## config.mk

```make
export PLATFORM = sky130hd
export DESIGN_NAME = fpd_dividers
export DESIGN_NICKNAME = d
export VERILOG_FILES = /design/src/fpd_pkg.sv /design/src/fpd_dividers.sv
export SDC_FILE = /design/constraint.sdc
export NUM_CORES = 1
export LEC_CHECK = 0
export ABC_AREA = 1
export CAP_MARGIN = 20
export CORE_UTILIZATION = 55
export CTS_BUF_LIST = sky130_fd_sc_hd__clkbuf_8
export CTS_CLUSTER_SIZE = 24
export DETAILED_ROUTE_END_ITERATION = 16
export DONT_BUFFER_PORTS = 1
export PLACE_DENSITY = 0.69
export SLEW_MARGIN = 20
export SYNTH_ARGS = -nofsm -noshare
export SYNTH_HDL_FRONTEND = slang
export SYNTH_SLANG_ARGS = --single-unit
```

## constraint.sdc

```tcl
create_clock -name clk -period 4.5 [get_ports clk]
set_clock_uncertainty 0.2 [all_clocks]
set_input_delay 0.9 -clock clk [delete_from_list [all_inputs] [get_ports clk]]
set_output_delay 0.9 -clock clk [all_outputs]
set_load 0.1 [all_outputs]
```

## src/fpd_pkg.sv

```systemverilog
// package: register map, field layout and divider constants of the pll dividers
package fpd_pkg;

    // ------------------------------------------------------------------
    // register offsets and register reset value
    // ------------------------------------------------------------------
    localparam logic [7:0] FPD_OFS_INPUT_DIV = 8'h02;
    localparam logic [7:0] FPD_OFS_FB_INT    = 8'h03;
    localparam logic [7:0] FPD_OFS_OUT_DIV   = 8'h04;
    localparam logic [7:0] FPD_OFS_FB_FRAC   = 8'h05;
    localparam logic [7:0] FPD_REG_RESET     = 8'h00;

    // ------------------------------------------------------------------
    // field positions
    // ------------------------------------------------------------------
    localparam int FPD_M_LSB      = 1;
    localparam int FPD_M_MSB      = 6;
    localparam int FPD_REF_SEL    = 7;
    localparam int FPD_P_LSB      = 1;
    localparam int FPD_P_MSB      = 3;
    localparam int FPD_Q_LSB      = 4;
    localparam int FPD_Q_MSB      = 6;
    localparam int FPD_FRAC_LSB   = 0;
    localparam int FPD_FRAC_MSB   = 4;
    localparam int FPD_DITH_LSB   = 5;
    localparam int FPD_DITH_MSB   = 6;

    // ------------------------------------------------------------------
    // divider limits, tables and modes
    // ------------------------------------------------------------------
    localparam logic [7:0] FPD_N_MIN = 8'h0a;
    localparam logic [7:0] FPD_N_MAX = 8'hfa;
    localparam int         FPD_FRAC_MODULUS = 32;
    localparam logic [3:0] FPD_Q_RATIO [0:7] = '{4'h2, 4'h3, 4'h4, 4'h6,
                                                 4'h8, 4'ha, 4'hc, 4'hd};
    localparam logic [1:0] FPD_DITH_MEDIUM = 2'h0;
    localparam logic [1:0] FPD_DITH_SMALL  = 2'h1;
    localparam logic [1:0] FPD_DITH_LARGE  = 2'h2;
    localparam logic [1:0] FPD_DITH_OFF    = 2'h3;
    localparam logic [7:0] FPD_LFSR_SEED   = 8'h01;

    // ------------------------------------------------------------------
    // clock plan figures
    // ------------------------------------------------------------------
    localparam int FPD_CLK_HZ        = 10_000_000;
    localparam int FPD_DAC_FS_MULT   = 250;
    localparam int FPD_ADC_FS_MULT   = 125;
    localparam int FPD_B_PER_C       = FPD_DAC_FS_MULT / FPD_ADC_FS_MULT;
    localparam int FPD_POINT_A_HZ    = 12_000_000;
    localparam int FPD_POINT_A_ALT   = 11_025_000;
    localparam int FPD_MAX_OUT_HZ    = 30_000_000;

    typedef struct packed {
        logic [7:0] reg_m;
        logic [7:0] reg_n;
        logic [7:0] reg_p;
        logic [7:0] reg_f;
        logic       mclk_d;
        logic       bclk_d;
        logic       vco_d;
        logic [5:0] m_cnt;
        logic [7:0] n_cnt;
        logic [2:0] p_cnt;
        logic [3:0] q_cnt;
        logic [4:0] frac_acc;
        logic [2:0] dith_prev;
        logic [7:0] lfsr;
        logic       c_phase;
        logic       a_tick;
        logic       comp_tick;
        logic       fb_tick;
        logic       b_tick;
        logic       c_tick;
        logic       q_tick;
        logic [7:0] rd_data;
    } fpd_state_t;

endpackage

```

## src/fpd_dividers.sv

```systemverilog
// fractional-n pll reference, feedback, output and q divider logic
`timescale 1ns/10ps
// ----------------------------------------------------------------------
// Contract
// - dac clock at point b runs at 250 times its sample rate
// - adc clock at point c runs at 125 times its sample rate
// - input divider field bits 6:1, ratio is field plus one
// - bit 7 picks reference: 0 master clock, 1 bit clock
// - feedback integer clamps below 10 to 10, above 250 to 250
// - output divider field bits 3:1, ratio is field plus one
// - q divider code in bits 6:4 maps to 2,3,4,6,8,10,12,13
// - fraction bits 4:0 add value over 32; zero means integer
// - dither bits 6:5: medium, small, large, off
// - output equals reference times n over m times p
// - clocks up to 30 mhz, fraction error noise-shaped
// - without exact match, act as audio master, source supplies on demand
// - integer q path serves common rates from 12 or 13 mhz clocks
// - every configuration register resets to zero
// - point a expects 12.000 or 11.025 mhz
// ----------------------------------------------------------------------
module fpd_dividers
    import fpd_pkg::*;
(
    input  wire logic       clk,
    input  wire logic       reset,
    input  wire logic       wr_en,
    input  wire logic [7:0] addr,
    input  wire logic [7:0] wr_data,
    output logic      [7:0] rd_data,
    input  wire logic       mclk_in,
    input  wire logic       bclk_in,
    input  wire logic       vco_in,
    output logic            point_a_tick,
    output logic            comp_tick,
    output logic            fb_tick,
    output logic            point_b_tick,
    output logic            point_c_tick,
    output logic            q_tick,
    output logic      [6:0] m_ratio,
    output logic      [7:0] n_ratio,
    output logic      [3:0] p_ratio,
    output logic      [3:0] q_ratio,
    output logic      [4:0] feedback_fraction_field,
    output logic      [1:0] dither_mode
);

    // ------------------------------------------------------------------
    // decode of the stored settings
    // ------------------------------------------------------------------
    fpd_state_t       st;
    fpd_state_t       next_st;
    logic             mclk_rise;
    logic             bclk_rise;
    logic             ref_rise;
    logic             vco_rise;
    logic       [2:0] dith;
    logic signed [8:0] fr_sum;
    logic       [3:0] carry;
    logic       [7:0] n_load;
    logic             lfsr_fb;

    assign mclk_rise = mclk_in & ~st.mclk_d;
    assign bclk_rise = bclk_in & ~st.bclk_d;
    assign vco_rise  = vco_in & ~st.vco_d;
    // reference mux ahead of the input divider
    assign ref_rise  = st.reg_m[FPD_REF_SEL] ? bclk_rise : mclk_rise;

    assign m_ratio = {1'b0, st.reg_m[FPD_M_MSB:FPD_M_LSB]} + 7'h01;
    assign p_ratio = {1'b0, st.reg_p[FPD_P_MSB:FPD_P_LSB]} + 4'h1;
    assign q_ratio = FPD_Q_RATIO[st.reg_p[FPD_Q_MSB:FPD_Q_LSB]];
    assign n_ratio = (st.reg_n < FPD_N_MIN) ? FPD_N_MIN :
                     (st.reg_n > FPD_N_MAX) ? FPD_N_MAX : st.reg_n;
    assign feedback_fraction_field = st.reg_f[FPD_FRAC_MSB:FPD_FRAC_LSB];
    assign dither_mode = st.reg_f[FPD_DITH_MSB:FPD_DITH_LSB];

    // ------------------------------------------------------------------
    // sigma-delta modulus control of the feedback divider
    // ------------------------------------------------------------------
    // dither is high-passed (new minus previous) so it adds no mean error
    always_comb begin
        dith = 3'h0;
        if (feedback_fraction_field != 5'h00) begin
            unique case (dither_mode)
                FPD_DITH_MEDIUM: dith = {1'b0, st.lfsr[1:0]};
                FPD_DITH_SMALL:  dith = {2'b00, st.lfsr[0]};
                FPD_DITH_LARGE:  dith = st.lfsr[2:0];
                FPD_DITH_OFF:    dith = 3'h0;
            endcase
        end
    end

    // first-order accumulator over the modulus; carry stretches n, or shortens it by one when the dither difference is negative
    assign fr_sum = $signed({4'h0, st.frac_acc})
                  + $signed({4'h0, feedback_fraction_field})
                  + $signed({6'h00, dith})
                  - $signed({6'h00, st.dith_prev});
    assign carry   = fr_sum[8:5];
    assign n_load  = n_ratio + {{4{carry[3]}}, carry};
    assign lfsr_fb = st.lfsr[7] ^ st.lfsr[5] ^ st.lfsr[4] ^ st.lfsr[3];

    // ------------------------------------------------------------------
    // next state
    // ------------------------------------------------------------------
    always_comb begin
        next_st = st;
        next_st.mclk_d    = mclk_in;
        next_st.bclk_d    = bclk_in;
        next_st.vco_d     = vco_in;
        next_st.a_tick    = 1'b0;
        next_st.comp_tick = 1'b0;
        next_st.fb_tick   = 1'b0;
        next_st.b_tick    = 1'b0;
        next_st.c_tick    = 1'b0;
        next_st.q_tick    = 1'b0;

        // register writes: whole byte kept, reserved bits only stored
        if (wr_en) begin
            unique case (addr)
                FPD_OFS_INPUT_DIV: next_st.reg_m = wr_data;
                FPD_OFS_FB_INT:    next_st.reg_n = wr_data;
                FPD_OFS_OUT_DIV:   next_st.reg_p = wr_data;
                FPD_OFS_FB_FRAC:   next_st.reg_f = wr_data;
                default:           next_st.reg_m = st.reg_m;
            endcase
        end

        unique case (addr)
            FPD_OFS_INPUT_DIV: next_st.rd_data = st.reg_m;
            FPD_OFS_FB_INT:    next_st.rd_data = st.reg_n;
            FPD_OFS_OUT_DIV:   next_st.rd_data = st.reg_p;
            FPD_OFS_FB_FRAC:   next_st.rd_data = st.reg_f;
            default:           next_st.rd_data = 8'h00;
        endcase

        // point a: master clock straight to control logic
        next_st.a_tick = mclk_rise;

        // input divider: one comparison pulse per m reference edges
        if (ref_rise) begin
            if (st.m_cnt == 6'h00) begin
                next_st.comp_tick = 1'b1;
                next_st.m_cnt = st.reg_m[FPD_M_MSB:FPD_M_LSB];
            end else begin
                next_st.m_cnt = st.m_cnt - 6'h01;
            end
        end

        // feedback and output dividers count vco edges
        if (vco_rise) begin
            if (st.n_cnt <= 8'h01) begin
                next_st.fb_tick   = 1'b1;
                next_st.n_cnt     = n_load;
                next_st.frac_acc  = fr_sum[4:0];
                next_st.dith_prev = dith;
                next_st.lfsr      = {st.lfsr[6:0], lfsr_fb};
            end else begin
                next_st.n_cnt = st.n_cnt - 8'h01;
            end
            if (st.p_cnt == 3'h0) begin
                // b and c ticks also time the port when it is audio master
                next_st.b_tick  = 1'b1;
                next_st.p_cnt   = st.reg_p[FPD_P_MSB:FPD_P_LSB];
                // point c at half of point b: 250 fs versus 125 fs
                next_st.c_phase = ~st.c_phase;
                next_st.c_tick  = st.c_phase;
            end else begin
                next_st.p_cnt = st.p_cnt - 3'h1;
            end
        end

        // q divider from the master clock, the pll-free integer path
        if (mclk_rise) begin
            if (st.q_cnt == 4'h0) begin
                next_st.q_tick = 1'b1;
                next_st.q_cnt  = q_ratio - 4'h1;
            end else begin
                next_st.q_cnt = st.q_cnt - 4'h1;
            end
        end
    end

    // ------------------------------------------------------------------
    // state register
    // ------------------------------------------------------------------
    always_ff @(posedge clk) begin
        if (reset) begin
            st       <= '0;
            st.reg_m <= FPD_REG_RESET;
            st.reg_n <= FPD_REG_RESET;
            st.reg_p <= FPD_REG_RESET;
            st.reg_f <= FPD_REG_RESET;
            st.lfsr  <= FPD_LFSR_SEED;
            // detectors track the pins, so release makes no false edge
            st.mclk_d <= mclk_in;
            st.bclk_d <= bclk_in;
            st.vco_d  <= vco_in;
        end else begin
            st <= next_st;
        end
    end

    assign rd_data      = st.rd_data;
    assign point_a_tick = st.a_tick;
    assign comp_tick    = st.comp_tick;
    assign fb_tick      = st.fb_tick;
    assign point_b_tick = st.b_tick;
    assign point_c_tick = st.c_tick;
    assign q_tick       = st.q_tick;

    // ------------------------------------------------------------------
    // checks
    // ------------------------------------------------------------------
    AST_REF_SELECT: assert property (
        @(posedge clk) disable iff (reset)
        comp_tick |-> $past(st.reg_m[FPD_REF_SEL] ? (bclk_in & ~st.bclk_d)
                                                  : (mclk_in & ~st.mclk_d)))
        else $error("comparison pulse not from selected reference");

    AST_M_RELOAD: assert property (
        @(posedge clk) disable iff (reset)
        (ref_rise && st.m_cnt == 6'h00 && !wr_en)
        |=> (comp_tick && st.m_cnt == st.reg_m[6:1]))
        else $error("input divider did not reload field value");

    AST_N_CLAMP: assert property (
        @(posedge clk) disable iff (reset)
        (n_ratio >= 8'h0a && n_ratio <= 8'hfa) &&
        ((st.reg_n < 8'h0b || st.reg_n > 8'hf9) || n_ratio == st.reg_n))
        else $error("feedback integer ratio out of clamp");

    AST_P_RATIO: assert property (
        @(posedge clk) disable iff (reset)
        (vco_rise && st.p_cnt == 3'h0 && !wr_en)
        |=> (point_b_tick && st.p_cnt == $past(st.reg_p[3:1])))
        else $error("output divider did not reload field value");

    AST_Q_RATIO: assert property (
        @(posedge clk) disable iff (reset)
        (mclk_rise && st.q_cnt == 4'h0 && !wr_en)
        |=> (q_tick && st.q_cnt == $past(q_ratio) - 4'h1))
        else $error("q divider reloaded wrong count");

    AST_INTEGER_MODE: assert property (
        @(posedge clk) disable iff (reset)
        (vco_rise && st.n_cnt <= 8'h01 && st.reg_f[4:0] == 5'h00
         && st.dith_prev == 3'h0 && st.frac_acc == 5'h00 && !wr_en)
        |=> (fb_tick && st.n_cnt == n_ratio))
        else $error("zero fraction did not give integer divide");

    AST_DITHER_OFF: assert property (
        @(posedge clk) disable iff (reset)
        (st.reg_f[6:5] == 2'h3 || st.reg_f[4:0] == 5'h00) |-> dith == 3'h0)
        else $error("dither active while disabled");

    AST_POINT_C_HALF: assert property (
        @(posedge clk) disable iff (reset)
        point_c_tick |-> (point_b_tick && !$past(st.c_phase, 1) == 1'b0))
        else $error("point c not at half of point b");

    AST_RESET_ZERO: assert property (
        @(posedge clk)
        reset |=> (st.reg_m == 8'h00 && st.reg_n == 8'h00 &&
                   st.reg_p == 8'h00 && st.reg_f == 8'h00))
        else $error("configuration register not zero after reset");

    AST_WRITE_READ: assert property (
        @(posedge clk) disable iff (reset)
        (wr_en && addr == 8'h03) ##1 (!wr_en && addr == 8'h03)
        |=> rd_data == $past(wr_data, 2))
        else $error("read did not return last written value");

    AST_COMP_PULSE: assert property (
        @(posedge clk) disable iff (reset)
        comp_tick |=> !comp_tick)
        else $error("comparison pulse longer than one cycle");

    AST_B_PULSE: assert property (
        @(posedge clk) disable iff (reset)
        point_b_tick |=> !point_b_tick)
        else $error("point b pulse longer than one cycle");

    AST_N_LOAD_RANGE: assert property (
        @(posedge clk) disable iff (reset)
        (vco_rise && st.n_cnt <= 8'h01 && !wr_en)
        |=> (st.n_cnt + 8'h01 >= n_ratio && st.n_cnt <= n_ratio + 8'h02))
        else $error("feedback count outside one below to two above n");

    AST_NO_DITHER_CARRY: assert property (
        @(posedge clk) disable iff (reset)
        (vco_rise && st.n_cnt <= 8'h01 && st.reg_f[6:5] == 2'h3
         && st.dith_prev == 3'h0 && !wr_en)
        |=> (st.n_cnt == n_ratio || st.n_cnt == n_ratio + 8'h01))
        else $error("undithered fraction stretched n by more than one");

    AST_Q_TOP: assert property (
        @(posedge clk) disable iff (reset)
        st.reg_p[6:4] == 3'h7 |-> q_ratio == 4'hd)
        else $error("top q code does not divide by thirteen");

    AST_RD_UNMAPPED: assert property (
        @(posedge clk) disable iff (reset)
        (addr < 8'h02 || addr > 8'h05) |=> rd_data == 8'h00)
        else $error("unmapped offset did not read zero");

endmodule

```

# Word level (Yosys, flattened, before mapping)
# Memories as Yosys holds them, arrays and structs flattened.
# Cells that the tools add are included.
# totals
reg_bits,87
romBits,32
output_inout_bits,44
mem_count,1
# mem_list
name,depth,width,rd,rd_ports_with_merged_regs,write_ports,line_no,source
(no name shown),8,4,1,0,0,fpd_dividers.sv:70,assign q_ratio = FPD_Q_RATIO[st.reg_p[FPD_Q_MSB:FPD_Q_LSB]];
# op_classes
n_addsub,11
magnitude_cmp,4
eq_ne,7
muxes,16
bitwise_logic,15
n_reduce_logical,15
# ops
op,n
8-bit one-hot mux with 4 select lines,1
8-bit two-way mux,3
"8-bit by 2-bit == test with 1-bit output, second input constant",2
"8-bit by 3-bit == test with 1-bit output, second input constant",2
4-bit two-way mux,3
3-bit one-hot mux with 4 select lines,1
2-bit AND reduction,6
8-bit adder,1
"8-bit greater-than comparator, second input constant",1
"8-bit by 1-bit less-or-equal comparator with 1-bit output, second input constant",1
"8-bit by 4-bit less-than comparator with 1-bit output, second input constant",1
1-bit NOT,8
"4-bit by 1-bit subtractor with 4-bit output, second input constant",2
7-bit by 3-bit subtractor with 8-bit output,1
"8-bit by 1-bit subtractor with 8-bit output, second input constant",1
"6-bit by 1-bit adder with 7-bit output, second input constant",1
6-bit by 3-bit adder with 7-bit output,1
5-bit by 5-bit adder with 6-bit output,1
6-bit zero test,1
3-bit two-way mux,2
6-bit two-way mux,1
2-bit OR reduction,3
"6-bit by 1-bit subtractor with 6-bit output, second input constant",1
5-bit nonzero test,1
other kinds (14),22

# Depth between registers and ports, before layout
# logic_depth
ltp_word,7
depth_mapped,24

# Least setup slack after synthesis
# No wires, ideal clock.
# synth_path
path_type,reg-to-reg
startpoint,reg st[73] (netlist bit)
endpoint,reg st[42] (netlist bit)
arrival_ps,4092
slack_ps,138
path_stages_with_launch,14
path_buffers,0
period_less_slack_ps,4362
path_cell_list,dfxtp_1 > inv_1 > a21oi_1 > nor2_1 > nor3_1 > ha_1 > inv_1 > fa_1 > inv_1 > nand3_1 > nand2_1 > or2_2 > nand3_1 > a21oi_1
# synth_between
elab_chain_len,5
# synth_rtl
element,line_no,source
start: declaration,fpd_dividers.sv:50,fpd_state_t st;
start signal: assignment,fpd_dividers.sv:198,st <= next_st;
8-bit greater-than comparator,fpd_dividers.sv:72,(st.reg_n > FPD_N_MAX) ? FPD_N_MAX : st.reg_n;
8-bit two-way mux,fpd_dividers.sv:72,
8-bit two-way mux *,fpd_dividers.sv:71,assign n_ratio = (st.reg_n < FPD_N_MIN) ? FPD_N_MIN :
named net n_ratio[0],fpd_dividers.sv:40,"output logic [7:0] n_ratio,"
8-bit adder *,fpd_dividers.sv:98,"assign n_load = n_ratio + {{4{carry[3]}}, carry};"
8-bit two-way mux *,fpd_dividers.sv:150,if (st.n_cnt <= 8'h01) begin
# Mark *: on every way through the listed nets, which the timed path passes. The rest lies on a longest branch.
# A chain may end at the register's enable or synchronous reset.

# Final worst setup path
# layout_path
startpoint,reg st (netlist bit feedback_fraction_field[1])
endpoint,reg st[45] (netlist bit)
# layout_between
elab_chain_len,6
# layout_rtl
element,line_no,source
branches (longest 2 deep; another with 5-bit by 5-bit adder with 6-bit output),n/a,
6-bit by 3-bit adder with 7-bit output *,fpd_dividers.sv:95,"+ $signed({6'h00, dith})"
7-bit by 3-bit subtractor with 8-bit output *,fpd_dividers.sv:96,"- $signed({6'h00, st.dith_prev});"
8-bit adder *,fpd_dividers.sv:98,
8-bit two-way mux *,fpd_dividers.sv:150,
# Mark *: on every way between the ends.

==> results.py <==
metrics = {
    "flow_run": {
        "cap_violations": 0,
    },
    "logic_synthesis": {
        "ys_seq_area_frac": 0.352,
        "async_reset_ff_frac": 0,
        "ys_warn_count": 0,
        "synth_nets": 744,
        "avgSynthCellArea_um2": 7.19,
        "ys_types": 37,
        "synth_edf_count": 0,
        "syn_inst": 688,
        "ys.flop_type": "dfxtp_1",
        "netlist_area_um2": 4940,
        "ys_ff_latch": 87,
    },
    "drt": {
        "drc": 0,
        "wl_per_cell_um": 14.5,
        "drt_pre_antenna_iters": 5,
        "ant_nets": 0,
        "first_iter_violations": 290,
        "postRouteWirelength_um": 11500,
        "detail_route.vias_per_cell": 5.47,
        "via_count": 4329,
    },
    "clock_tree": {
        "cts_hold_buffers": 0,
        "cts.repair.resized": 0,
        "cts-htree-levels": 3,
        "clockBufferDepth": 2,
        "root_buffer": "clkbuf_8",
        "postCtsSetupRepairBufs": 0,
        "insertion_delay_ns": 0.35,
        "cts.sinks": 87,
        "path_clk_slew_ns": 0.09,
        "cts_tree": "built",
        "cts_buffers": 9,
    },
    "global_route": {
        "overflow": 0,
        "grt_max_degree": 45,
        "grt_pass1_vias": 4041,
        "grt_pass1_wl_um": 19400,
        "track_usage": 0.255,
        "antenna_found_initial": 0,
    },
    "floorplan": {
        "row_count": 34,
        "ioPinCount": 66,
        "start_util": 0.567,
        "fp.coreArea_um2": 8720,
        "die_x_um": 96.8,
        "die_area_um2": 9370,
        "fp.dieH_um": 96.8,
    },
    "pwr": {
        "peakVddDrop_v": 0.000247,
        "p_leak_nw": 2.29,
        "p_per_area_nw_per_um2": 425,
    },
    "sta": {
        "rsz0062_at_grt": "false",
        "tightest_slew_ns": 1.16,
        "fin_tns_setup_ns": 0,
        "drv_slew": 0,
        "maxSlewHeadroom": 0.228,
        "finalHoldViolCount": 0,
        "max_clock_freq_ghz": 0.253,
        "period_share": 0.879,
        "period_needed_ns": 3.96,
        "setup_violations": 0,
    },
    "cells_and_area": {
        "final_core_util": 0.609,
        "nets": 734,
        "synthToLayoutAreaGrowth_pct": 7.36,
        "diodes": 0,
        "layout-drive-gt1-share": 0.0849,
    },
    "critical_path": {
        "cp_max_fo": 7,
        "crit_type": "register to register",
        "path_cells": "fa_1 -> inv_1 -> fa_1 -> inv_1 -> ha_1 -> fa_1 -> nand3_1 -> nand3_1 -> inv_1 -> ha_1 -> nand3_1 -> nand3_1 -> nand2_1 -> nand2_1 -> nand3_1 -> nand3_1 -> a21oi_1",
        "crit_path_frequent_cell": "nand3_1",
        "cp_slowest_stage_delay_ns": 0.55,
        "worst_setup_path_start_kind": "register",
        "path_delay_family": "adder cells",
        "slowest_stage": "fa_1",
        "crit_buf_inv": 3,
        "critPathCaptureType": "register",
        "crit_required_ns": 4.59,
        "worstPathArrival_ns": 4.04,
        "r2r_setup_slack_ns": 0.54,
    },
    "placed_design": {
        "finalWeightedCongestion": 0.933,
        "port_buffers": 0,
        "dp_hpwl_um": 8590,
    },
    "status": {
        "status": "finished clean",
    },
    "min_path": {
        "hp-class": "register to register",
    },
}
==> cell families after synthesis <==
kind of cell	after synthesis	share of synthesized area
AO/OA/AOI/OAI	137	0.147
XOR/XNOR	14	0.0248
adder cells (fa/ha/maj)	34	0.0967
buffers and inverters	144	0.131
flip-flops	87	0.352
AND/OR/NAND/NOR	272	0.249
==> report_power, final <==
part	total (mW)	leakage (nW)	internal, mW	switching (mW)
Combinational	0.789	1.47	0.294	0.495
Clock	0.595	0.116	0.310	0.285
Sequential	0.874	0.707	0.818	0.0562
==> layout by cell type (no fill, tap or decap), drive strengths merged, types with 13 or more instances in the layout <==
cell | synthesis | final
buf | 25 | 21
nor2 | 81 | 81
nand4 | 15 | 15
ha | 27 | 27
a21oi | 58 | 58
inv | 101 | 103
nand3 | 52 | 52
dfxtp | 87 | 87
nand2 | 103 | 103
o21ai | 63 | 63
nor3 | 13 | 13
==> cells in the mapped netlist (2+ instances only) <==
master      n  area [um2]
a31oi_1     4        25.0
ha_1       27         338
or2_2       3        18.8
a21oi_1    58         290
o21ai_0    60         300
nand2_1   101         379
o22ai_1     3        18.8
xor2_1      8        70.1
a221oi_1    2        17.5
o211ai_1    4        30.0
o21ai_1     3        15.0
nor2_1     80         300
buf_4      18         135
buf_2       2        10.0
fa_1        7         140
nor3_1     11        55.1
nand2_4     2        22.5
nor4_4      2        42.5
dfxtp_1    87        1740
clkbuf_1   17        63.8
nand3_1    52         260
inv_1     100         375
nor3_4      2        32.5
buf_6       3        33.8
xnor2_1     6        52.6
nand4_1    15        93.8
==> sequential cells by signal, indices dropped and copies added (netlist names) <==
name and count:
q_tick 1, feedback_fraction_field 5, rd_data 8, point_c_tick 1, comp_tick 1, st 66
point_b_tick 1, point_a_tick 1, dither_mode 2, fb_tick 1
==> tightest hold or removal path, stage by stage, from the launching register on <==
cell	delay (ns)
dfxtp_1	0.30
inv_1	0.06
a21oi_1	0.06
==> metal layers <==
metal	track usage	vias up	part of all wire
met1	0.332	1978	0.45
met3	0.0585	27	0.067
li1	-	2195	-
met4	0.107	0	0.025
met5	0	-	0
met2	0.405	129	0.46
==> worst paths after layout <==
check	from	endpoint	cells past startpoint
max	feedback_fraction_field[1]	st[45]	17
min	st[14]	st[14]	2
max reg2reg	feedback_fraction_field[1]	st[45]	17
min reg2reg	st[14]	st[14]	2
==> final cells by class <==
cell class	count	area, um2
clock inverters	7	90.1
flip-flops and latches	87	1740
fillers	797	3410
inverters	102	384
well taps	108	135
repair buffers	21	218
clock buffers	9	124
multi-input cells	457	2620
==> through the flow <==
stage | instance area (um2) | total power, mW | std cells | setup WS (ns) | hold slack (ns)
after global routing | 5310 | 2.43 | 791 | 0.254 | 0.289
after detailed placement | 5090 | 1.67 | 775 | 0.579 | 0.248
after floorplan | 4940 | 1.53 | 688 | 0.138 | 0.227
after CTS | 5310 | 2.27 | 791 | 0.561 | 0.261
after global placement | 5090 | 1.64 | 775 | 0.660 | 0.235
final | 5310 | 2.26 | 791 | 0.544 | 0.255
Note: power is estimated with default switching activity, not from simulation.
